File: src/rtl/ea_exec_pkg.sv
// constants, types and field layout for the instruction decode and execute core
// ----------------------------------------------------------------------------
// Overview of operation
// - Each instruction word is sorted into memory, jump, arithmetic or special group first.
// - Offset byte at or above 200B is extended by adding 177400B, except with base 0.
// - Base 0 page zero, 1 plus PC, 2 plus accumulator two, 3 three.
// - Deref set reads memory once at the address; that word is final.
// - Effective address is fixed before any register update of the instruction.
// - Two-bit target field picks accumulator zero through three directly.
// - Memory op 1 loads the accumulator, op 2 stores it at the address.
// - Jump op 0 loads the program counter with the effective address.
// - Jump op 1 saves PC plus one in accumulator three, then jumps.
// - Jump op 2 increments the memory word, writes it, skips when zero.
// - Jump op 3 decrements the memory word, writes it, skips when zero.
// - Increment and decrement skip never touch the carry flag.
// ----------------------------------------------------------------------------
`default_nettype none

package ea_exec_pkg;
	localparam int          WORD_W        = 16;
	// instruction bit k of the printed layout is word bit 15-k
	localparam int          ARITH_BIT     = 15;
	localparam int          OP_HI         = 14;
	localparam int          OP_LO         = 13;
	localparam int          ACC_HI        = 12;
	localparam int          ACC_LO        = 11;
	localparam int          DEREF_BIT     = 10;
	localparam int          BASE_HI       = 9;
	localparam int          BASE_LO       = 8;
	localparam int          OFFSET_HI     = 7;
	localparam logic [1:0]  LEAD_JUMP     = 2'h0;
	localparam logic [1:0]  LEAD_SPECIAL  = 2'h3;
	localparam logic [15:0] SIGN_THRESH   = 16'h0080;  // 200B
	localparam logic [15:0] SIGN_FILL     = 16'hff00;  // 177400B
	localparam logic [1:0]  BASE_PAGE0    = 2'h0;
	localparam logic [1:0]  BASE_PC       = 2'h1;
	localparam logic [1:0]  BASE_ACC2     = 2'h2;
	localparam logic [1:0]  MOP_LOAD      = 2'h1;
	localparam logic [1:0]  MOP_STORE     = 2'h2;
	localparam logic [1:0]  JOP_BRANCH    = 2'h0;
	localparam logic [1:0]  JOP_CALL      = 2'h1;
	localparam logic [1:0]  JOP_INC_SKIP  = 2'h2;
	localparam logic [1:0]  JOP_DEC_SKIP  = 2'h3;
	localparam logic [15:0] PC_RESET      = 16'h0000;
	localparam logic [15:0] ACC_RESET     = 16'h0000;
	localparam logic        CARRY_RESET   = 1'b0;

	typedef enum logic [1:0] {
		GRP_MEMORY  = 2'h0,
		GRP_JUMP    = 2'h1,
		GRP_ARITH   = 2'h2,
		GRP_SPECIAL = 2'h3
	} group_t;

	typedef enum logic [6:0] {
		ST_FETCH   = 7'h01,
		ST_FETCH_W = 7'h02,
		ST_ADDR    = 7'h04,
		ST_IND_W   = 7'h08,
		ST_EXEC    = 7'h10,
		ST_DATA_W  = 7'h20,
		ST_WRITE_W = 7'h40
	} state_t;
endpackage

`default_nettype wire

File: src/rtl/instr_exec_core.sv
// instruction decode, effective address and memory/jump group execution
`default_nettype none

module instr_exec_core (
	// clock and reset
	input  wire logic                       i_sys_clk,
	input  wire logic                       i_arst_n,
	// main memory port
	output logic                            o_mem_req,
	output logic                            o_mem_we,
	output logic [ea_exec_pkg::WORD_W-1:0]  o_mem_addr,
	output logic [ea_exec_pkg::WORD_W-1:0]  o_mem_wdata,
	input  wire logic [ea_exec_pkg::WORD_W-1:0] i_mem_rdata,
	input  wire logic                       i_mem_ack,
	// architectural state
	output logic [ea_exec_pkg::WORD_W-1:0]  o_pc,
	output logic [ea_exec_pkg::WORD_W-1:0]  o_acc0,
	output logic [ea_exec_pkg::WORD_W-1:0]  o_acc1,
	output logic [ea_exec_pkg::WORD_W-1:0]  o_acc2,
	output logic [ea_exec_pkg::WORD_W-1:0]  o_acc3,
	output logic                            o_carry,
	output ea_exec_pkg::group_t             o_group
);
	import ea_exec_pkg::*;

	// ------------------------------------------------------------------------
	// state
	// ------------------------------------------------------------------------
	state_t              state_reg;
	logic [WORD_W-1:0]   pc_reg;
	logic [WORD_W-1:0]   ir_reg;
	logic [WORD_W-1:0]   ea_reg;
	logic [WORD_W-1:0]   acc_reg [4];
	logic                carry_reg;
	logic                zero_reg;
	group_t              group_reg;
	logic                req_reg;
	logic                we_reg;
	logic [WORD_W-1:0]   addr_reg;
	logic [WORD_W-1:0]   wdata_reg;

	// ------------------------------------------------------------------------
	// decode
	// ------------------------------------------------------------------------
	wire logic [1:0]        op_field                 = ir_reg[OP_HI:OP_LO];
	wire logic [1:0]        target_accumulator_field = ir_reg[ACC_HI:ACC_LO];
	wire logic [1:0]        jump_op_field            = ir_reg[ACC_HI:ACC_LO];
	wire logic [1:0]        memory_op_field          = op_field;
	wire logic              deref_flag               = ir_reg[DEREF_BIT];
	wire logic [1:0]        base_sel                 = ir_reg[BASE_HI:BASE_LO];
	wire logic [WORD_W-1:0] offset_byte_field        = {8'h00, ir_reg[OFFSET_HI:0]};
	wire logic [WORD_W-1:0] accumulator_two          = acc_reg[2];
	wire logic [WORD_W-1:0] accumulator_three        = acc_reg[3];

	wire group_t group_w = ir_reg[ARITH_BIT]       ? GRP_ARITH   :
	                       (op_field == LEAD_JUMP)    ? GRP_JUMP    :
	                       (op_field == LEAD_SPECIAL) ? GRP_SPECIAL : GRP_MEMORY;

	wire logic [WORD_W-1:0] sext_w = (offset_byte_field >= SIGN_THRESH) ?
	                                 offset_byte_field + SIGN_FILL : offset_byte_field;

	wire logic [WORD_W-1:0] ea_calc_w =
		(base_sel == BASE_PAGE0) ? offset_byte_field :
		(base_sel == BASE_PC)    ? sext_w + pc_reg :
		(base_sel == BASE_ACC2)  ? sext_w + accumulator_two :
		                           sext_w + accumulator_three;

	wire logic addr_user_w  = (group_w == GRP_MEMORY) || (group_w == GRP_JUMP);
	wire logic [WORD_W-1:0] modified_w = (jump_op_field == JOP_INC_SKIP) ?
	                                     i_mem_rdata + 16'h0001 : i_mem_rdata - 16'h0001;
	wire logic [WORD_W-1:0] pc_plus1_w = pc_reg + 16'h0001;
	wire logic [WORD_W-1:0] pc_plus2_w = pc_reg + 16'h0002;
	wire logic [WORD_W-1:0] target_acc_w = acc_reg[target_accumulator_field];

	// ------------------------------------------------------------------------
	// sequencer
	// ------------------------------------------------------------------------
	// memory handshake: request held until acknowledged; one request at a time
	always_ff @(posedge i_sys_clk or negedge i_arst_n) begin
		if (!i_arst_n) begin
			state_reg <= ST_FETCH;
			pc_reg    <= PC_RESET;
			ir_reg    <= 16'h0000;
			ea_reg    <= 16'h0000;
			zero_reg  <= 1'b0;
			group_reg <= GRP_MEMORY;
			req_reg   <= 1'b0;
			we_reg    <= 1'b0;
			addr_reg  <= 16'h0000;
			wdata_reg <= 16'h0000;
			for (int i = 0; i < 4; i++) begin
				acc_reg[i] <= ACC_RESET;
			end
		end else begin
			unique case (state_reg)
				ST_FETCH: begin
					req_reg   <= 1'b1;
					we_reg    <= 1'b0;
					addr_reg  <= pc_reg;
					state_reg <= ST_FETCH_W;
				end
				ST_FETCH_W: begin
					if (i_mem_ack) begin
						req_reg   <= 1'b0;
						ir_reg    <= i_mem_rdata;
						state_reg <= ST_ADDR;
					end
				end
				ST_ADDR: begin
					// address settles here, ahead of any register change
					group_reg <= group_w;
					ea_reg    <= ea_calc_w;
					if (addr_user_w && deref_flag) begin
						req_reg   <= 1'b1;
						addr_reg  <= ea_calc_w;
						state_reg <= ST_IND_W;
					end else begin
						state_reg <= ST_EXEC;
					end
				end
				ST_IND_W: begin
					if (i_mem_ack) begin
						// single level only: the pointer is never followed again
						req_reg   <= 1'b0;
						ea_reg    <= i_mem_rdata;
						state_reg <= ST_EXEC;
					end
				end
				ST_EXEC: begin
					if (group_reg == GRP_MEMORY && memory_op_field == MOP_LOAD) begin
						req_reg   <= 1'b1;
						addr_reg  <= ea_reg;
						state_reg <= ST_DATA_W;
					end else if (group_reg == GRP_MEMORY && memory_op_field == MOP_STORE) begin
						req_reg   <= 1'b1;
						we_reg    <= 1'b1;
						addr_reg  <= ea_reg;
						wdata_reg <= target_acc_w;
						state_reg <= ST_WRITE_W;
					end else if (group_reg == GRP_JUMP && jump_op_field == JOP_BRANCH) begin
						pc_reg    <= ea_reg;
						state_reg <= ST_FETCH;
					end else if (group_reg == GRP_JUMP && jump_op_field == JOP_CALL) begin
						acc_reg[3] <= pc_plus1_w;
						pc_reg     <= ea_reg;
						state_reg  <= ST_FETCH;
					end else if (group_reg == GRP_JUMP) begin
						req_reg   <= 1'b1;
						addr_reg  <= ea_reg;
						state_reg <= ST_DATA_W;
					end else begin
						// arithmetic and special groups are not executed here
						pc_reg    <= pc_plus1_w;
						state_reg <= ST_FETCH;
					end
				end
				ST_DATA_W: begin
					if (i_mem_ack) begin
						if (group_reg == GRP_MEMORY) begin
							req_reg                           <= 1'b0;
							acc_reg[target_accumulator_field] <= i_mem_rdata;
							pc_reg                            <= pc_plus1_w;
							state_reg                         <= ST_FETCH;
						end else begin
							// request stays up and turns into the write-back
							we_reg    <= 1'b1;
							wdata_reg <= modified_w;
							zero_reg  <= (modified_w == 16'h0000);
							state_reg <= ST_WRITE_W;
						end
					end
				end
				ST_WRITE_W: begin
					if (i_mem_ack) begin
						req_reg   <= 1'b0;
						we_reg    <= 1'b0;
						pc_reg    <= (group_reg == GRP_JUMP && zero_reg) ? pc_plus2_w : pc_plus1_w;
						state_reg <= ST_FETCH;
					end
				end
			endcase
		end
	end

	// carry is owned by the arithmetic group; nothing here writes it
	always_ff @(posedge i_sys_clk or negedge i_arst_n) begin
		if (!i_arst_n) begin
			carry_reg <= CARRY_RESET;
		end else begin
			carry_reg <= carry_reg;
		end
	end

	assign o_mem_req   = req_reg;
	assign o_mem_we    = we_reg;
	assign o_mem_addr  = addr_reg;
	assign o_mem_wdata = wdata_reg;
	assign o_pc        = pc_reg;
	assign o_acc0      = acc_reg[0];
	assign o_acc1      = acc_reg[1];
	assign o_acc2      = acc_reg[2];
	assign o_acc3      = acc_reg[3];
	assign o_carry     = carry_reg;
	assign o_group     = group_reg;

	// ------------------------------------------------------------------------
	// checks
	// ------------------------------------------------------------------------
	a_group_decode: assert property (@(posedge i_sys_clk) disable iff (!i_arst_n)
		state_reg == ST_ADDR |=> o_group == (ir_reg[15] ? GRP_ARITH : ir_reg[14:13] == 2'h0 ? GRP_JUMP :
		                         ir_reg[14:13] == 2'h3 ? GRP_SPECIAL : GRP_MEMORY))
		else $error("group decode wrong");
	a_sign_extend: assert property (@(posedge i_sys_clk) disable iff (!i_arst_n)
		sext_w == {{8{ir_reg[7]}}, ir_reg[7:0]})
		else $error("offset extension wrong");
	a_base_select: assert property (@(posedge i_sys_clk) disable iff (!i_arst_n)
		state_reg == ST_ADDR && !ir_reg[10] && ir_reg[9:8] == 2'h1 |=>
		ea_reg == $past(pc_reg) + {{8{$past(ir_reg[7])}}, $past(ir_reg[7:0])})
		else $error("pc relative address wrong");
	a_page_zero: assert property (@(posedge i_sys_clk) disable iff (!i_arst_n)
		state_reg == ST_ADDR && ir_reg[9:8] == 2'h0 |=> ea_reg == {8'h00, $past(ir_reg[7:0])})
		else $error("page zero address wrong");
	a_single_indirect: assert property (@(posedge i_sys_clk) disable iff (!i_arst_n)
		state_reg == ST_IND_W && i_mem_ack |=> state_reg == ST_EXEC && ea_reg == $past(i_mem_rdata))
		else $error("indirection not single level");
	a_call_order: assert property (@(posedge i_sys_clk) disable iff (!i_arst_n)
		state_reg == ST_EXEC && group_reg == GRP_JUMP && ir_reg[12:11] == 2'h1 |=>
		o_pc == $past(ea_reg) && o_acc3 == $past(pc_reg) + 16'h0001)
		else $error("call saved or jumped wrong");
	a_load_target: assert property (@(posedge i_sys_clk) disable iff (!i_arst_n)
		state_reg == ST_DATA_W && i_mem_ack && group_reg == GRP_MEMORY && ir_reg[12:11] == 2'h1 |=>
		o_acc1 == $past(i_mem_rdata))
		else $error("load went to wrong accumulator");
	a_store_data: assert property (@(posedge i_sys_clk) disable iff (!i_arst_n)
		state_reg == ST_EXEC && group_reg == GRP_MEMORY && ir_reg[14:13] == 2'h2 |=>
		o_mem_req && o_mem_we && o_mem_addr == $past(ea_reg) && o_mem_wdata == $past(target_acc_w))
		else $error("store request wrong");
	a_branch_pc: assert property (@(posedge i_sys_clk) disable iff (!i_arst_n)
		state_reg == ST_EXEC && group_reg == GRP_JUMP && ir_reg[12:11] == 2'h0 |=>
		o_pc == $past(ea_reg) ##1 o_mem_req && o_mem_addr == $past(o_pc))
		else $error("branch did not redirect fetch");
	a_skip_zero: assert property (@(posedge i_sys_clk) disable iff (!i_arst_n)
		state_reg == ST_WRITE_W && i_mem_ack && group_reg == GRP_JUMP |=>
		o_pc == $past(pc_reg) + ($past(zero_reg) ? 16'h0002 : 16'h0001))
		else $error("skip advance wrong");
	a_modify_value: assert property (@(posedge i_sys_clk) disable iff (!i_arst_n)
		state_reg == ST_DATA_W && i_mem_ack && group_reg == GRP_JUMP |=>
		o_mem_we && o_mem_wdata == $past(i_mem_rdata) + (ir_reg[12:11] == 2'h2 ? 16'h0001 : 16'hffff))
		else $error("write back value wrong");
	a_carry_hold: assert property (@(posedge i_sys_clk) disable iff (!i_arst_n)
		##1 $stable(o_carry))
		else $error("carry changed");
endmodule // instr_exec_core

`default_nettype wire

File: config.mk
export PLATFORM = sky130hd
export DESIGN_NAME = instr_exec_core
export DESIGN_NICKNAME = d
export VERILOG_FILES = /design/src/rtl/ea_exec_pkg.sv /design/src/rtl/instr_exec_core.sv
export SDC_FILE = /design/constraint.sdc
export NUM_CORES = 1
export LEC_CHECK = 0
export ABC_AREA = 1
export BUFFER_PORTS_ARGS = -buffer_cell sky130_fd_sc_hd__buf_2
export CORE_MARGIN = 3
export CORE_UTILIZATION = 50
export CTS_CLUSTER_DIAMETER = 120
export DETAILED_ROUTE_END_ITERATION = 10
export PLACE_DENSITY_LB_ADDON = 0.3
export SLEW_MARGIN = 20
export SYNTH_ARGS = -nofsm -noshare
export SYNTH_HDL_FRONTEND = slang
export SYNTH_SLANG_ARGS = --single-unit
File: constraint.sdc
create_clock -name i_sys_clk -period 4.6 [get_ports i_sys_clk]
set_input_delay 0.92 -clock i_sys_clk [delete_from_list [all_inputs] [get_ports i_sys_clk]]
set_output_delay 0.92 -clock i_sys_clk [all_outputs]
set_load 0.03 [all_outputs]
==> results.toml <==
[yosys]
synth-main-ff-cell = "dfrtp_1"
ys_seq_area_share_pct = 39.04
syn_area_per_cell_um2 = 7.345
synth_area_um2 = 10000
synthesis.nets = 1418
ys_types = 55
ys_warn_count = 0
synthArstFlopShare_pct = 100.0
ys_seq_elements = 156
synth_edf_count = 0
syn_inst = 1362

[critical_path]
required_ns = 4.91
cp.arrival_ns = 3.78
r2r_cells = 14
reg2reg_from = "ir_reg[8]$_DFFE_PN0P_"
crit_top_cell = "inv_1"
path_max_fanout = 25
critPathCaptureType = "flop"
crit_family = "compound AO/OA/AOI/OAI gates"
slowest_delay_ns = 0.41
start_kind = "flop"
startpoint = "ir_reg[8]$_DFFE_PN0P_"
critPathKind = "reg -> reg"
reg2reg_slack_ns = 1.13
cp.buffers_inverters = 3
cp_num_cells = 14
crit_chain = "inv_1 -> nand2_1 -> inv_1 -> o21ai_0 -> o22ai_1 -> ha_1 -> inv_1 -> fa_1 -> o21ai_0 -> a21oi_1 -> o21a_1 -> or2_2 -> nand4_1 -> a21oi_1"
timing.rr.end = "o_mem_addr[8]$_DFFE_PN0P_"
crit_slowest_cell = "dfrtp_1"

[floorplan]
die-area_um2 = 21740
ios = 136
core-area_um2 = 19590
initial_core_util_pct = 51.06
rows = 51
fp.dieW_um = 147.4
dieHeight_um = 147.4

[timing]
setup_viol = 0
rsz0062_at_grt = "false"
period_needed_ns = 3.468
relSlewSlack_pct = 34.77
fin_skew_ns = 0.008131
hold_viol = 0
slew_viol_final = 0
worst_pin_slew_ns = 0.9785
fin_tns_setup_ns = 0
finalCritPeriodShare_pct = 75.40
fmaxAchievable_mhz = 288.3

[place]
place_congestion = 1.017
dp_hpwl_um = 28910
portBuffers = 134
post_dp_cell_area_um2 = 10890
dp.cells = 1726

[routing]
vias = 10616
dr.pass1.iters = 5
antenna_left = 0
viasPerCell = 6.039
avgRoutedWirePerCell_um = 21.79
drt-initial-drc-count = 1319
drcViolationCount = 0
routed_wl_um = 38300

[finish]
final_nets = 1536
postLayoutCoreUtil_pct = 58.64
final_cells = 1758
antenna_cells = 0
drive_above_1_share_pct = 15.20
stdcell_area_um2 = 11490
area_growth_pct = 14.85

[clock_tree]
cts_root_buffer = "clkbuf_16"
cts_tree = "built"
path_clk_slew_ns = 0.07
numCtsBuffers = 17
ctsHoldBuffers = 0
cts_max_level = 4
postCtsSetupBuffers = 0
clock_sinks = 156
cts_resized = 0
clkLatencyLatePin_ns = 0.44
clock_path_buffers = 2

[global_route]
grt_pass1_vias = 9831
grt_pass1_wl_um = 58090
track_usage_pct = 34.98
antenna_found_initial = 0
grt_max_degree = 101
grt-ovfl-total = 0

[power_and_ir_drop]
leakage_uw = 0.005641
worst_ir_drop_vdd_mv = 0.3532
powerDensity_nw_per_um2 = 794.7

[min_path]
min_path_type = "reg -> reg"
min_path_cells = 2
worstHoldStart = "o_mem_wdata[8]$_DFFE_PN0P_"
min_to = "o_mem_wdata[8]$_DFFE_PN0P_"

[run_status]
status = "complete, no violations"

[flow_run]
maxCapViolCount = 0
==> layout by cell type (no fill, tap or decap), types with 3 or more instances in the layout <==
cell type and n:
buf_4 11, nand2_4 3, nand3_2 3, inv_2 15, o21ai_1 15, nand3_1 61, o31ai_1 5, a221oi_1 17
a22oi_1 18, xnor2_1 11, a41oi_1 5, o211ai_1 7, inv_6 6, a21oi_1 99, nand4_1 21, clkbuf_16 17
nor3_1 12, o221ai_1 4, o21ai_0 153, ha_1 35, inv_1 133, dfrtp_1 155, nand2_2 3, o2111ai_1 3
nor2_1 110, o21bai_1 4, clkinv_2 3, nor2_4 3, inv_8 3, nand2_1 339, a31oi_1 7, xor2_1 17
nor2_2 8, o22ai_1 16, o21a_1 4, buf_2 133
==> where the power goes <==
group / switching, uW / internal [uW]
logic: 3640 / 1640
registers: 557 / 1800
clock network: 672 / 822
==> cells in the mapped netlist, types with 3 or more instances <==
cell       count  area [um^2]
a22oi_1       18        135.1
a21oi_1       99        495.5
o221ai_1       4        35.03
o21a_1         4        30.03
nor2_4         3        33.78
o21ai_0      153        765.7
xor2_1        17        148.9
o31ai_1        5        37.54
inv_2         15        56.30
nor3_1        12        60.06
o21ai_1       15        75.07
clkbuf_1      34        127.6
o2111ai_1      3        26.28
nand3_2        3        30.03
xnor2_1       11        96.34
nor2_1       110        412.9
buf_4          3        22.52
a31oi_1        7        43.79
inv_1        133        499.2
nor2_2         8        50.05
nand2_2        3        18.77
o211ai_1       7        52.55
nand2_4        3        33.78
nand3_1       61        305.3
o21bai_1       4        30.03
a41oi_1        5        43.79
dfrtp_1      155         3879
ha_1          35        437.9
nand4_1       21        131.4
nand2_1      339         1272
buf_2          7        35.03
a221oi_1      17        148.9
o22ai_1       16        100.1
==> worst reg2reg max path: cells and delay by family, from the launching register on <==
family / cells / cell delay, ns
compound gates: 6 / 1.07
simple gates: 3 / 0.75
fa+ha+maj: 2 / 0.59
buf+inv: 3 / 0.52
flops: 1 / 0.41
==> per-layer routing <==
layer  share of wire, %  routed length [um]  vias up  GRT usage (%)
met1                 39               15130     5003          46.52
met5                  0                   0        -              0
li1                   -                   -     4843              -
met2                 44               16990      650          54.10
met3                 10                3971      120          7.541
met4                5.8                2209        0          18.13
==> worst max-delay path by stage <==
stage               slack (ns)                         end
floorplan                 1.83   o_mem_addr[8]$_DFFE_PN0P_
global placement          1.35   o_mem_addr[8]$_DFFE_PN0P_
detailed placement        1.19   o_mem_addr[8]$_DFFE_PN0P_
CTS                       1.17   o_mem_addr[8]$_DFFE_PN0P_
global route              0.79  o_mem_addr[12]$_DFFE_PN0P_
finish                    1.13   o_mem_addr[8]$_DFFE_PN0P_
==> area by class of cell <==
cell class / count / area (um^2)
clock buffers: 17 / 425.4
clock inverters: 15 / 176.4
fillers: 1856 / 8102
inverters: 154 / 585.6
multi-input cells: 1006 / 5305
flip-flops and latches: 156 / 3905
well taps: 265 / 331.6
repair buffers: 145 / 759.5
==> per-stage QoR <==
step | worst slack (ns) | power (uW) | hold WS, ns
after floorplan | 1.831 | 5912 | 0.4534
after global placement | 1.349 | 7471 | 0.4641
after detailed placement | 1.191 | 7497 | 0.4612
after CTS | 1.174 | 9003 | 0.4877
after global routing | 0.7899 | 9738 | 0.5013
final | 1.132 | 9130 | 0.4837
==> kinds of logic (layout without fill, tap and decap cells) <==
logic type	Yosys count	in the layout	share of synthesized area, %
flip-flops	156	156	39.04
buffers and inverters	200	331	7.930
adder cells (fa/ha/maj)	37	37	4.778
other	1	1	0.03749
AND/OR/NAND/NOR	574	574	24.65
AO/OA/AOI/OAI	366	366	21.11
XOR/XNOR	28	28	2.451
Note: power is estimated with default switching activity, not from simulation.
